**config.mk**
```make
export PLATFORM = sky130hd
export DESIGN_NAME = adcc_top
export DESIGN_NICKNAME = d
export VERILOG_FILES = /design/src/design/adcc_top.v /design/src/design/adcc_clkdiv.v /design/src/design/adcc_avg.v
export VERILOG_INCLUDE_DIRS = /design/src /design/src/design
export SDC_FILE = /design/constraint.sdc
export NUM_CORES = 1
export LEC_CHECK = 0
export BUFFER_PORTS_ARGS = -buffer_cell sky130_fd_sc_hd__buf_4
export CAP_MARGIN = 40
export CORE_MARGIN = 2
export CORE_UTILIZATION = 30
export DETAILED_ROUTE_END_ITERATION = 10
export HOLD_SLACK_MARGIN = 0.15
export PLACE_DENSITY = 0.47
export SETUP_SLACK_MARGIN = 0.02
export SYNTH_ARGS = -nofsm -noshare
export SYNTH_HDL_FRONTEND = slang
export SYNTH_SLANG_ARGS = --single-unit
```
**constraint.sdc**
```tcl
create_clock -name mclk -period 3.25 [get_ports mclk]
set_input_delay 0.325 -clock mclk [delete_from_list [all_inputs] [get_ports mclk]]
set_output_delay 0.325 -clock mclk [all_outputs]
set_load 0.02 [all_outputs]
```
**src/design/adcc_defines.vh**
```
// Constants of the converter control block: register map, field
// positions, reset values and conversion timing.
// Assumes APB word addressing with byte offsets below.
`ifndef ADCC_DEFINES_VH
`define ADCC_DEFINES_VH

// Register byte offsets
`define ADCC_CTRL_OFS      8'h00
`define ADCC_TRIG_OFS      8'h04
`define ADCC_CFG_OFS       8'h08
`define ADCC_CHON_OFS      8'h10
`define ADCC_CHOFF_OFS     8'h14
`define ADCC_CHSTAT_OFS    8'h18
`define ADCC_LATEST_OFS    8'h1C
`define ADCC_STATUS_OFS    8'h20
`define ADCC_IEN_OFS       8'h24
`define ADCC_IDIS_OFS      8'h28
`define ADCC_IMASK_OFS     8'h2C
`define ADCC_ISTAT_OFS     8'h30
`define ADCC_ICLR_OFS      8'h34

// Control bits
`define ADCC_CTRL_EN       0
`define ADCC_CTRL_START    1
// Config fields
`define ADCC_CFG_RES_LO    0
`define ADCC_CFG_SLEEP     4
`define ADCC_CFG_DIV_LO    8
`define ADCC_CFG_SH_LO     16
`define ADCC_CFG_SU_LO     24
`define ADCC_CFG_RST       32'h0000_0000
// Status and interrupt bits
`define ADCC_ST_RESULT_READY_FLAG       0
`define ADCC_ST_OVR        1
`define ADCC_ST_BUSY       2
// Latest result layout
`define ADCC_LR_CH_LO      16

// Resolution codes
`define ADCC_RES8          2'h0
`define ADCC_RES10         2'h1
`define ADCC_RES11         2'h2
`define ADCC_RES12         2'h3

// Timing in conversion-clock ticks
`define ADCC_CONV_TICKS    4'hA
`define ADCC_SU_STEP       3

`endif

```
**src/design/adcc_top.v**
```verilog
// Converter control: APB registers, channel sequencer, result
// register with overrun, DMA handshake and result-ready interrupt.
// Assumes an external analog cell that samples while cellSample is
// high and converts while cellConvert is high, code on cellData.
//
// Local design decisions: the register offsets and register access over APB.
`timescale 1ns/1ns
`default_nettype none
`include "adcc_defines.vh"

module adcc_top #(
    parameter NCH = 8,
    parameter CHW = 3
) (
    input  wire           mclk,
    input  wire           sys_rst,
    input  wire [7:0]     paddr,
    input  wire           psel,
    input  wire           penable,
    input  wire           pwrite,
    input  wire [31:0]    pwdata,
    output reg  [31:0]    prdata,
    output wire           pready,
    output wire           pslverr,
    input  wire           trigPin,
    input  wire [9:0]     cellData,
    output reg            cellOn,
    output reg            cellSample,
    output reg            cellConvert,
    output reg  [CHW-1:0] cellChan,
    output wire           dmaReq,
    input  wire           dmaAck,
    output reg  [15:0]    dmaData,
    output wire           irq,
    output reg            clkReq
);
    localparam S_IDLE = 3'h0;
    localparam S_SU   = 3'h1;
    localparam S_SH   = 3'h2;
    localparam S_CONV = 3'h3;

    // Lowest enabled channel at or above a start index
    function [CHW:0] nextChan;
        input [NCH-1:0] mask;
        input [CHW:0]   from;
        integer i;
        begin
            nextChan = {1'b0, {CHW{1'b0}}};
            for (i = NCH - 1; i >= 0; i = i - 1)
                if (mask[i] && (i >= from))
                    nextChan = {1'b1, i[CHW-1:0]};
        end
    endfunction

    // Address match used by write decode, error decode and the latest-result read strobe
    function isReg;
        input [7:0] a;
        input [7:0] ofs;
        begin
            isReg = (a == ofs);
        end
    endfunction

    reg            enable_r;
    reg            autoTrig_r;
    reg [31:0]     cfg_r;
    reg [NCH-1:0]  chanOn_r;
    reg [11:0]     result_r;
    reg [CHW-1:0]  resChan_r;
    reg            pending_r;
    reg            overrun_r;
    reg [1:0]      ien_r;
    reg [1:0]      istat_r;
    reg [2:0]      state_r;
    reg [9:0]      cnt_r;
    reg [3:0]      sampCnt_r;
    reg            startReq_r;
    reg            trigS1;
    reg            trigS2;
    reg            trigPrev_r;

    wire [1:0] res     = cfg_r[`ADCC_CFG_RES_LO+1:`ADCC_CFG_RES_LO];
    wire       sleepEn = cfg_r[`ADCC_CFG_SLEEP];
    wire [5:0] div     = cfg_r[`ADCC_CFG_DIV_LO+5:`ADCC_CFG_DIV_LO];
    wire [3:0] shTicks = cfg_r[`ADCC_CFG_SH_LO+3:`ADCC_CFG_SH_LO];
    wire [6:0] suField = cfg_r[`ADCC_CFG_SU_LO+6:`ADCC_CFG_SU_LO];
    wire [9:0] suLast  = {suField, 3'h7};

    // APB phases; the slave never inserts wait states
    wire setup  = psel && !penable;
    wire access = psel && penable;
    wire wrAcc  = access && pwrite;
    wire rdAcc  = access && !pwrite;
    wire mapped = isReg(paddr, `ADCC_CTRL_OFS) || isReg(paddr, `ADCC_TRIG_OFS)
               || isReg(paddr, `ADCC_CFG_OFS) || isReg(paddr, `ADCC_CHON_OFS)
               || isReg(paddr, `ADCC_CHOFF_OFS) || isReg(paddr, `ADCC_CHSTAT_OFS)
               || isReg(paddr, `ADCC_LATEST_OFS) || isReg(paddr, `ADCC_STATUS_OFS)
               || isReg(paddr, `ADCC_IEN_OFS) || isReg(paddr, `ADCC_IDIS_OFS)
               || isReg(paddr, `ADCC_IMASK_OFS) || isReg(paddr, `ADCC_ISTAT_OFS)
               || isReg(paddr, `ADCC_ICLR_OFS);
    assign pready  = 1'b1;
    assign pslverr = access && !mapped;

    wire wrCtrl = wrAcc && isReg(paddr, `ADCC_CTRL_OFS);
    wire wrIclr = wrAcc && isReg(paddr, `ADCC_ICLR_OFS);
    wire rdLast = rdAcc && isReg(paddr, `ADCC_LATEST_OFS);

    wire tick;
    wire busy  = (state_r != S_IDLE);
    wire [CHW:0] firstCh = nextChan(chanOn_r, {(CHW+1){1'b0}});
    wire [CHW:0] afterCh = nextChan(chanOn_r, {1'b0, cellChan} + 1'b1);
    wire [3:0] sampLast  = (res == `ADCC_RES12) ? 4'hF :
                           (res == `ADCC_RES11) ? 4'h3 : 4'h0;
    wire convDone  = (state_r == S_CONV) && tick
                  && (cnt_r == {6'h00, `ADCC_CONV_TICKS} - 10'h001);
    wire resultNow = convDone && (sampCnt_r == sampLast);
    wire [11:0] avgValue;

    adcc_clkdiv #(.DW(6)) uDiv (
        .mclk    (mclk),
        .sys_rst (sys_rst),
        .run     (busy),
        .div     (div),
        .tick    (tick)
    );

    adcc_avg uAvg (
        .mclk    (mclk),
        .sys_rst (sys_rst),
        .clr     (!busy || resultNow),
        .add     (convDone),
        .res     (res),
        .raw     (cellData),
        .value   (avgValue)
    );

    // Trigger pin synchroniser; edge taken after the second stage
    always @(posedge mclk)
    begin
        if (sys_rst)
        begin
            trigS1     <= 1'b0;
            trigS2     <= 1'b0;
            trigPrev_r <= 1'b0;
        end
        else
        begin
            trigS1     <= trigPin;
            trigS2     <= trigS1;
            trigPrev_r <= trigS2;
        end
    end

    always @(posedge mclk)
    begin
        if (sys_rst)
        begin
            enable_r   <= 1'b0;
            autoTrig_r <= 1'b0;
            cfg_r      <= `ADCC_CFG_RST;
            chanOn_r   <= {NCH{1'b0}};
            ien_r      <= 2'h0;
        end
        else if (wrAcc)
        begin
            if (isReg(paddr, `ADCC_CTRL_OFS))
                enable_r <= pwdata[`ADCC_CTRL_EN];
            if (isReg(paddr, `ADCC_TRIG_OFS))
                autoTrig_r <= pwdata[0];
            if (isReg(paddr, `ADCC_CFG_OFS))
                cfg_r <= pwdata;
            if (isReg(paddr, `ADCC_CHON_OFS))
                chanOn_r <= chanOn_r | pwdata[NCH-1:0];
            if (isReg(paddr, `ADCC_CHOFF_OFS))
                chanOn_r <= chanOn_r & ~pwdata[NCH-1:0];
            if (isReg(paddr, `ADCC_IEN_OFS))
                ien_r <= ien_r | pwdata[1:0];
            if (isReg(paddr, `ADCC_IDIS_OFS))
                ien_r <= ien_r & ~pwdata[1:0];
        end
    end

    // start request held until the sequencer is idle; taken there only if a channel is on
    always @(posedge mclk)
    begin
        if (sys_rst || !enable_r)
            startReq_r <= 1'b0;
        else if ((wrCtrl && pwdata[`ADCC_CTRL_START])
                 || (autoTrig_r && trigS2 && !trigPrev_r))
            startReq_r <= 1'b1;
        else if (!busy)
            startReq_r <= 1'b0;
    end

    // Channel sequencer; disabling aborts, no tick means halt in place
    // only reset, enable and clock stop it, not debug
    always @(posedge mclk)
    begin
        if (sys_rst || !enable_r)
        begin
            state_r     <= S_IDLE;
            cnt_r       <= 10'h000;
            sampCnt_r   <= 4'h0;
            cellChan    <= {CHW{1'b0}};
            cellOn      <= 1'b0;
            cellSample  <= 1'b0;
            cellConvert <= 1'b0;
        end
        else
        begin
            case (state_r)
                S_IDLE:
                begin
                    if (startReq_r && firstCh[CHW])
                    begin
                        cellChan  <= firstCh[CHW-1:0];
                        cnt_r     <= 10'h000;
                        sampCnt_r <= 4'h0;
                        cellOn    <= 1'b1;
                        if (!cellOn || sleepEn)
                            state_r <= S_SU;
                        else
                        begin
                            state_r    <= S_SH;
                            cellSample <= 1'b1;
                        end
                    end
                end
                S_SU:
                begin
                    // Startup in steps of eight ticks
                    if (tick)
                    begin
                        if (cnt_r == suLast)
                        begin
                            cnt_r      <= 10'h000;
                            state_r    <= S_SH;
                            cellSample <= 1'b1;
                        end
                        else
                            cnt_r <= cnt_r + 10'h001;
                    end
                end
                S_SH:
                begin
                    if (tick)
                    begin
                        if (cnt_r[3:0] == shTicks)
                        begin
                            cnt_r       <= 10'h000;
                            state_r     <= S_CONV;
                            cellSample  <= 1'b0;
                            cellConvert <= 1'b1;
                        end
                        else
                            cnt_r <= cnt_r + 10'h001;
                    end
                end
                S_CONV:
                begin
                    if (convDone)
                    begin
                        cnt_r       <= 10'h000;
                        cellConvert <= 1'b0;
                        if (!resultNow)
                        begin
                            sampCnt_r  <= sampCnt_r + 4'h1;
                            state_r    <= S_SH;
                            cellSample <= 1'b1;
                        end
                        else if (afterCh[CHW] && (cellChan != NCH - 1))
                        begin
                            sampCnt_r  <= 4'h0;
                            cellChan   <= afterCh[CHW-1:0];
                            state_r    <= S_SH;
                            cellSample <= 1'b1;
                        end
                        else
                        begin
                            state_r <= S_IDLE;
                            cellOn  <= !sleepEn;
                        end
                    end
                    else if (tick)
                        cnt_r <= cnt_r + 10'h001;
                end
                default:
                    state_r <= S_IDLE;
            endcase
        end
    end

    // Result register and its unread flag; a new result wins over a read
    always @(posedge mclk)
    begin
        if (sys_rst)
        begin
            result_r  <= 12'h000;
            resChan_r <= {CHW{1'b0}};
            pending_r <= 1'b0;
            dmaData   <= 16'h0000;
        end
        else if (resultNow)
        begin
            result_r  <= avgValue;
            resChan_r <= cellChan;
            pending_r <= 1'b1;
            // low half-word holds the whole code
            dmaData   <= {4'h0, avgValue};
        end
        else if (rdLast || dmaAck)
            pending_r <= 1'b0;
    end

    // Sticky flags; hardware set wins over software clear
    always @(posedge mclk)
    begin
        if (sys_rst)
        begin
            overrun_r <= 1'b0;
            istat_r   <= 2'h0;
        end
        else
        begin
            // overwrite of unread result, CPU or DMA
            if (resultNow && pending_r && !rdLast && !dmaAck)
                overrun_r <= 1'b1;
            else if (wrIclr && pwdata[`ADCC_ST_OVR])
                overrun_r <= 1'b0;
            // DMA read clears it in hardware
            if (resultNow)
                istat_r[`ADCC_ST_RESULT_READY_FLAG] <= 1'b1;
            else if ((wrIclr && pwdata[`ADCC_ST_RESULT_READY_FLAG]) || dmaAck)
                istat_r[`ADCC_ST_RESULT_READY_FLAG] <= 1'b0;
            if (resultNow && pending_r && !rdLast && !dmaAck)
                istat_r[`ADCC_ST_OVR] <= 1'b1;
            else if (wrIclr && pwdata[`ADCC_ST_OVR])
                istat_r[`ADCC_ST_OVR] <= 1'b0;
        end
    end

    // DMA request while a result waits unread
    assign dmaReq = pending_r;
    assign irq = |(istat_r & ien_r);

    // keep the local clock requested while work is pending
    always @(posedge mclk)
    begin
        if (sys_rst)
            clkReq <= 1'b0;
        else
            clkReq <= busy || startReq_r || pending_r;
    end

    // Read data captured in setup so it stands through access
    always @(posedge mclk)
    begin
        if (sys_rst)
            prdata <= 32'h0000_0000;
        else if (setup && !pwrite)
        begin
            prdata <= 32'h0000_0000;
            case (paddr)
                `ADCC_CTRL_OFS:   prdata[`ADCC_CTRL_EN] <= enable_r;
                `ADCC_TRIG_OFS:   prdata[0] <= autoTrig_r;
                `ADCC_CFG_OFS:    prdata <= cfg_r;
                `ADCC_CHSTAT_OFS: prdata[NCH-1:0] <= chanOn_r;
                `ADCC_LATEST_OFS: prdata <= {{(16-CHW){1'b0}}, resChan_r,
                                             4'h0, result_r};
                `ADCC_STATUS_OFS: prdata[2:0] <= {busy, overrun_r, pending_r};
                `ADCC_IMASK_OFS:  prdata[1:0] <= ien_r;
                `ADCC_ISTAT_OFS:  prdata[1:0] <= istat_r;
                default:          prdata <= 32'h0000_0000;
            endcase
        end
    end
endmodule
`default_nettype wire

```
**src/design/adcc_clkdiv.v**
```verilog
// Conversion clock enable generator.
// Assumes one bus clock; emits a one-cycle tick every 2*(div+1) cycles.
`timescale 1ns/1ns
`default_nettype none
`include "adcc_defines.vh"

module adcc_clkdiv #(
    parameter DW = 6
) (
    input  wire          mclk,
    input  wire          sys_rst,
    input  wire          run,
    input  wire [DW-1:0] div,
    output reg           tick
);
    reg [DW:0] cnt_r;
    wire [DW:0] last = {div, 1'b1};

    // Period is 2*(div+1); parks at one so the first tick is a full period
    always @(posedge mclk)
    begin
        if (sys_rst || !run)
        begin
            cnt_r <= {{DW{1'b0}}, 1'b1};
            tick  <= 1'b0;
        end
        else if (cnt_r >= last)
        begin
            cnt_r <= {(DW+1){1'b0}};
            tick  <= 1'b1;
        end
        else
        begin
            cnt_r <= cnt_r + 1'b1;
            tick  <= 1'b0;
        end
    end
endmodule
`default_nettype wire

```
**src/design/adcc_avg.v**
```verilog
// Sample accumulator for the enhanced resolution modes.
// Assumes raw 10-bit codes from the cell; result is scaled by resolution.
`timescale 1ns/1ns
`default_nettype none
`include "adcc_defines.vh"

module adcc_avg (
    input  wire        mclk,
    input  wire        sys_rst,
    input  wire        clr,
    input  wire        add,
    input  wire [1:0]  res,
    input  wire [9:0]  raw,
    output reg  [11:0] value
);
    reg  [13:0] acc_r;
    wire [13:0] sum = acc_r + {4'h0, raw};

    // Accumulate; clear takes precedence over add at sequence edges
    always @(posedge mclk)
    begin
        if (sys_rst || clr)
            acc_r <= 14'h0000;
        else if (add)
            acc_r <= sum;
    end

    // Scaling: 4 samples keep 11 bits, 16 samples keep 12 bits
    always @*
    begin
        case (res)
            `ADCC_RES8:  value = {4'h0, raw[9:2]};
            `ADCC_RES10: value = {2'h0, raw};
            `ADCC_RES11: value = {1'b0, sum[11:1]};
            `ADCC_RES12: value = sum[13:2];
            default:     value = 12'h000;
        endcase
    end
endmodule
`default_nettype wire

```
==> results.md <==
- Layout area overhead: 25.10%
- Clk Latency, worst-skew pair: 0.43 ns
- Critical Path AT: 3.03 ns
- Clk sinks: 143
- Post-CTS Setup Inserts: 0
- Status: completed
- DRT Pass-1 Iters: 7
- Gr ovfl total: 0
- Placed insts: 1,339
- Largest net degree at the start of global routing: 67
- Post-synth ARST share: 0%
- Least-Margin Pin Slew: 0.9252 ns
- Gr usage total: 17.79%
- FMAX: 0.3726 GHz
- Post-synth top area cell: dfxtp_1
- Synth area leaders: dfxtp_1 38%, nand2_1 8.0%, a21oi_1 6.9%
- Core box area: 24,960 µm²
- Synth warnings: 0
- Post-Route WL: 23.17 mm
- Die X: 162.7 µm
- RR Startpoint: cellChan[0]$_SDFFE_PP0P_
- Utilization after layout: 37.85%
- Final ANT Viol Nets: 0
- Maximum vdd ir drop: 0.2876 mV
- Reg2reg setup slack: 0.57 ns
- Sum Neg Setup Slack: 0 ns
- CP Class: reg -> reg
- Number of gates resized after CTS: 0
- Synth Area per Inst: 8.061 µm²
- Quantity of hold-fixing buffers added after cts: 25
- Initial antenna violation count: 0
- Min Clock Period, post-route: 2.684 ns
- Post-synth EDFFs: 0
- Die Span Y: 162.7 µm
- Cts bufs inserted: 17
- Detail Placement HPWL: 16.63 mm
- Root Driver: clkbuf_16
- Port buffer count: 110
- CTS tree: done
- Leak pwr: 0.003514 µW
- Layout Nets: 1,136
- Pwr dens: 407.6 nW/µm²
- Clock skew: 0.01279 ns
- RePlAce Congestion: 0.8244
- Netlist cell types: 88
- Synth top area share: 37.90%
- Final Non-Filler Cells: 1,396
- Hold Path Sink: cfg_r[16]$_SDFFE_PP0P_
- Cell Area, Synth: 7553 µm²
- Final Setup Violations: 0
- Final Hold Fails: 0
- Critical Path End Type: flop
- Initial core utilization: 30.26%
- Hold wc startpoint: pwdata[16]
- Die ar.: 26,460 µm²
- H-Tree Depth: 4
- Yosys reg bits: 143
- R2R depth: 8
- Critical Path RT: 3.60 ns
- Clock Path Buffers: 2
- Vias post-DR: 7,088
- DRC Markers: 0
- Top Ports: 116
- Vias/cell: 5.077
- # diodes: 0
- Hold Crit Class: in -> reg
- Crit Path Max Fanout: 8
- Hold Crit Depth: 3
- Pins Over Slew Limit: 0
- Vias in the first global route: 6,900
- Part of the cycle the worst path needs: 82.58%
- Global-route wire length before repair: 37.19 mm
- DRT iter0 DRCs: 405
- RSZ-0062 raised after global routing: false
- Layout cells sized above 1: 17.92%
- Ys flop type: dfxtp_1
- CP Launch Type: flop
- Reg-to-Reg End: sampCnt_r[1]$_SDFFE_PP0P_
- Post-synthesis sequential area ratio: 37.90%
- Max Cap Viol: 0
- Clock transition at path regs: 0.06 ns
- Routed len/inst: 16.60 µm
- Mapped Cells: 937
- Row count: 58
- Max-slew headroom: 37.91%
[registers in the layout (all words and copies together), names as in the netlist, 3 cells and up, named ones only]
register	cells
cellChan	3
cfg_r	32
cnt_r	10
prdata	32
resChan_r	3
result_r	12
sampCnt_r	4
uAvg.acc_r	14
uDiv.cnt_r	7
[critical path, cell delays in order, from the launching register on]
cell and delay [ns]:
dfxtp_1 0.36, ha_1 0.22, ha_1 0.41, nand2b_1 0.15, a22oi_1 0.13, a211oi_2 0.60, o31ai_1 0.24, or3_1 0.36
a21oi_1 0.14
[per-stage QoR]
step           instance area, µm²  hold slack (ns)  setup slack, ns  total power, µW
2_1_floorplan                7565           0.4138           0.8857             1910
3_3_place_gp                 8636           0.4254           0.6793             2012
3_5_place_dp                 8647           0.4346           0.6453             2011
4_1_cts                      9449           0.1511           0.6089             3911
5_1_grt                      9449           0.1664           0.3841             4008
6_report                     9449           0.1726           0.5662             3852
[synth_stat cells, drive strengths merged, types with 3 or more instances]
cell type	number
a211o	5
o21ai	24
a22oi	6
a222oi	3
xor2	20
or4b	3
nor4b	3
inv	32
o21a	6
and2	8
and4	3
ha	25
o22ai	3
nor4	9
and3	8
a211oi	15
clkbuf	30
xnor2	16
a221oi	9
a311oi	12
o31ai	5
mux2i	4
nand4	4
buf	28
nand3b	8
a21oi	106
nor3	19
nor2b	12
nand2b	10
or4	4
mux4	3
nand2	161
dfxtp	143
a31oi	7
nand3	35
a2111oi	4
or3	5
nor2	90
a21o	8
[worst max path at each step]
stage	end	slack (ns)	start	cells after the start
final	sampCnt_r[1]$_SDFFE_PP0P_	0.57	cellChan[0]$_SDFFE_PP0P_	8
after global routing	sampCnt_r[1]$_SDFFE_PP0P_	0.38	cellChan[0]$_SDFFE_PP0P_	8
after CTS	sampCnt_r[1]$_SDFFE_PP0P_	0.61	cellChan[0]$_SDFFE_PP0P_	8
after detailed placement	sampCnt_r[1]$_SDFFE_PP0P_	0.65	cellChan[0]$_SDFFE_PP0P_	8
after global placement	result_r[10]$_SDFFE_PP0P_	0.68	cellData[0]	10
after floorplan	sampCnt_r[1]$_SDFFE_PP0P_	0.89	cellChan[0]$_SDFFE_PP0P_	8
[report_power, final]
group	total, µW	switching (µW)	internal, µW	leakage, µW
clock network	1860	856	1000	0.000269
registers	1760	4.11	1760	0.00115
logic	231	125	105	0.00209
[cell type report]
type | count | area (µm²)
fillers | 2650 | 15510
clock inverters | 15 | 126.4
repair buffers | 152 | 1207
well taps | 330 | 412.9
clock buffers | 17 | 425.4
flip-flops and latches | 143 | 2863
inverters | 32 | 120.1
multi-input cells | 707 | 4294
[cell usage in the layout, fill, tap and decap left out, types with 12 or more instances in the layout]
| cell | count |
|---|---|
| a21oi_1 | 104 |
| buf_4 | 126 |
| nor2b_1 | 12 |
| dlygate4sd3_1 | 25 |
| inv_1 | 32 |
| nor2_1 | 87 |
| xor2_1 | 20 |
| dfxtp_1 | 143 |
| o21ai_0 | 22 |
| ha_1 | 25 |
| nand3_1 | 35 |
| xnor2_1 | 16 |
| nor3_1 | 18 |
| a211oi_1 | 12 |
| nand2_1 | 160 |
| clkbuf_16 | 17 |
[metal layers]
layer  global-route usage [%]  wire, µm  vias to the layer above
met3                    3.667      1004                       31
met1                    24.04     11080                     3328
met5                        0         0                        -
met4                    5.109       444                        0
li1                         -         -                     3557
met2                    28.76     10640                      172
[cell families after synthesis]
family	synth area share [%]
compound gates	21.78
flops	37.90
mux	1.574
simple gates	24.58
buf+inv	5.483
fa+ha+maj	4.406
other cells	0.09942
xor+xnor	4.174
Power figures use the tool's default switching activity.
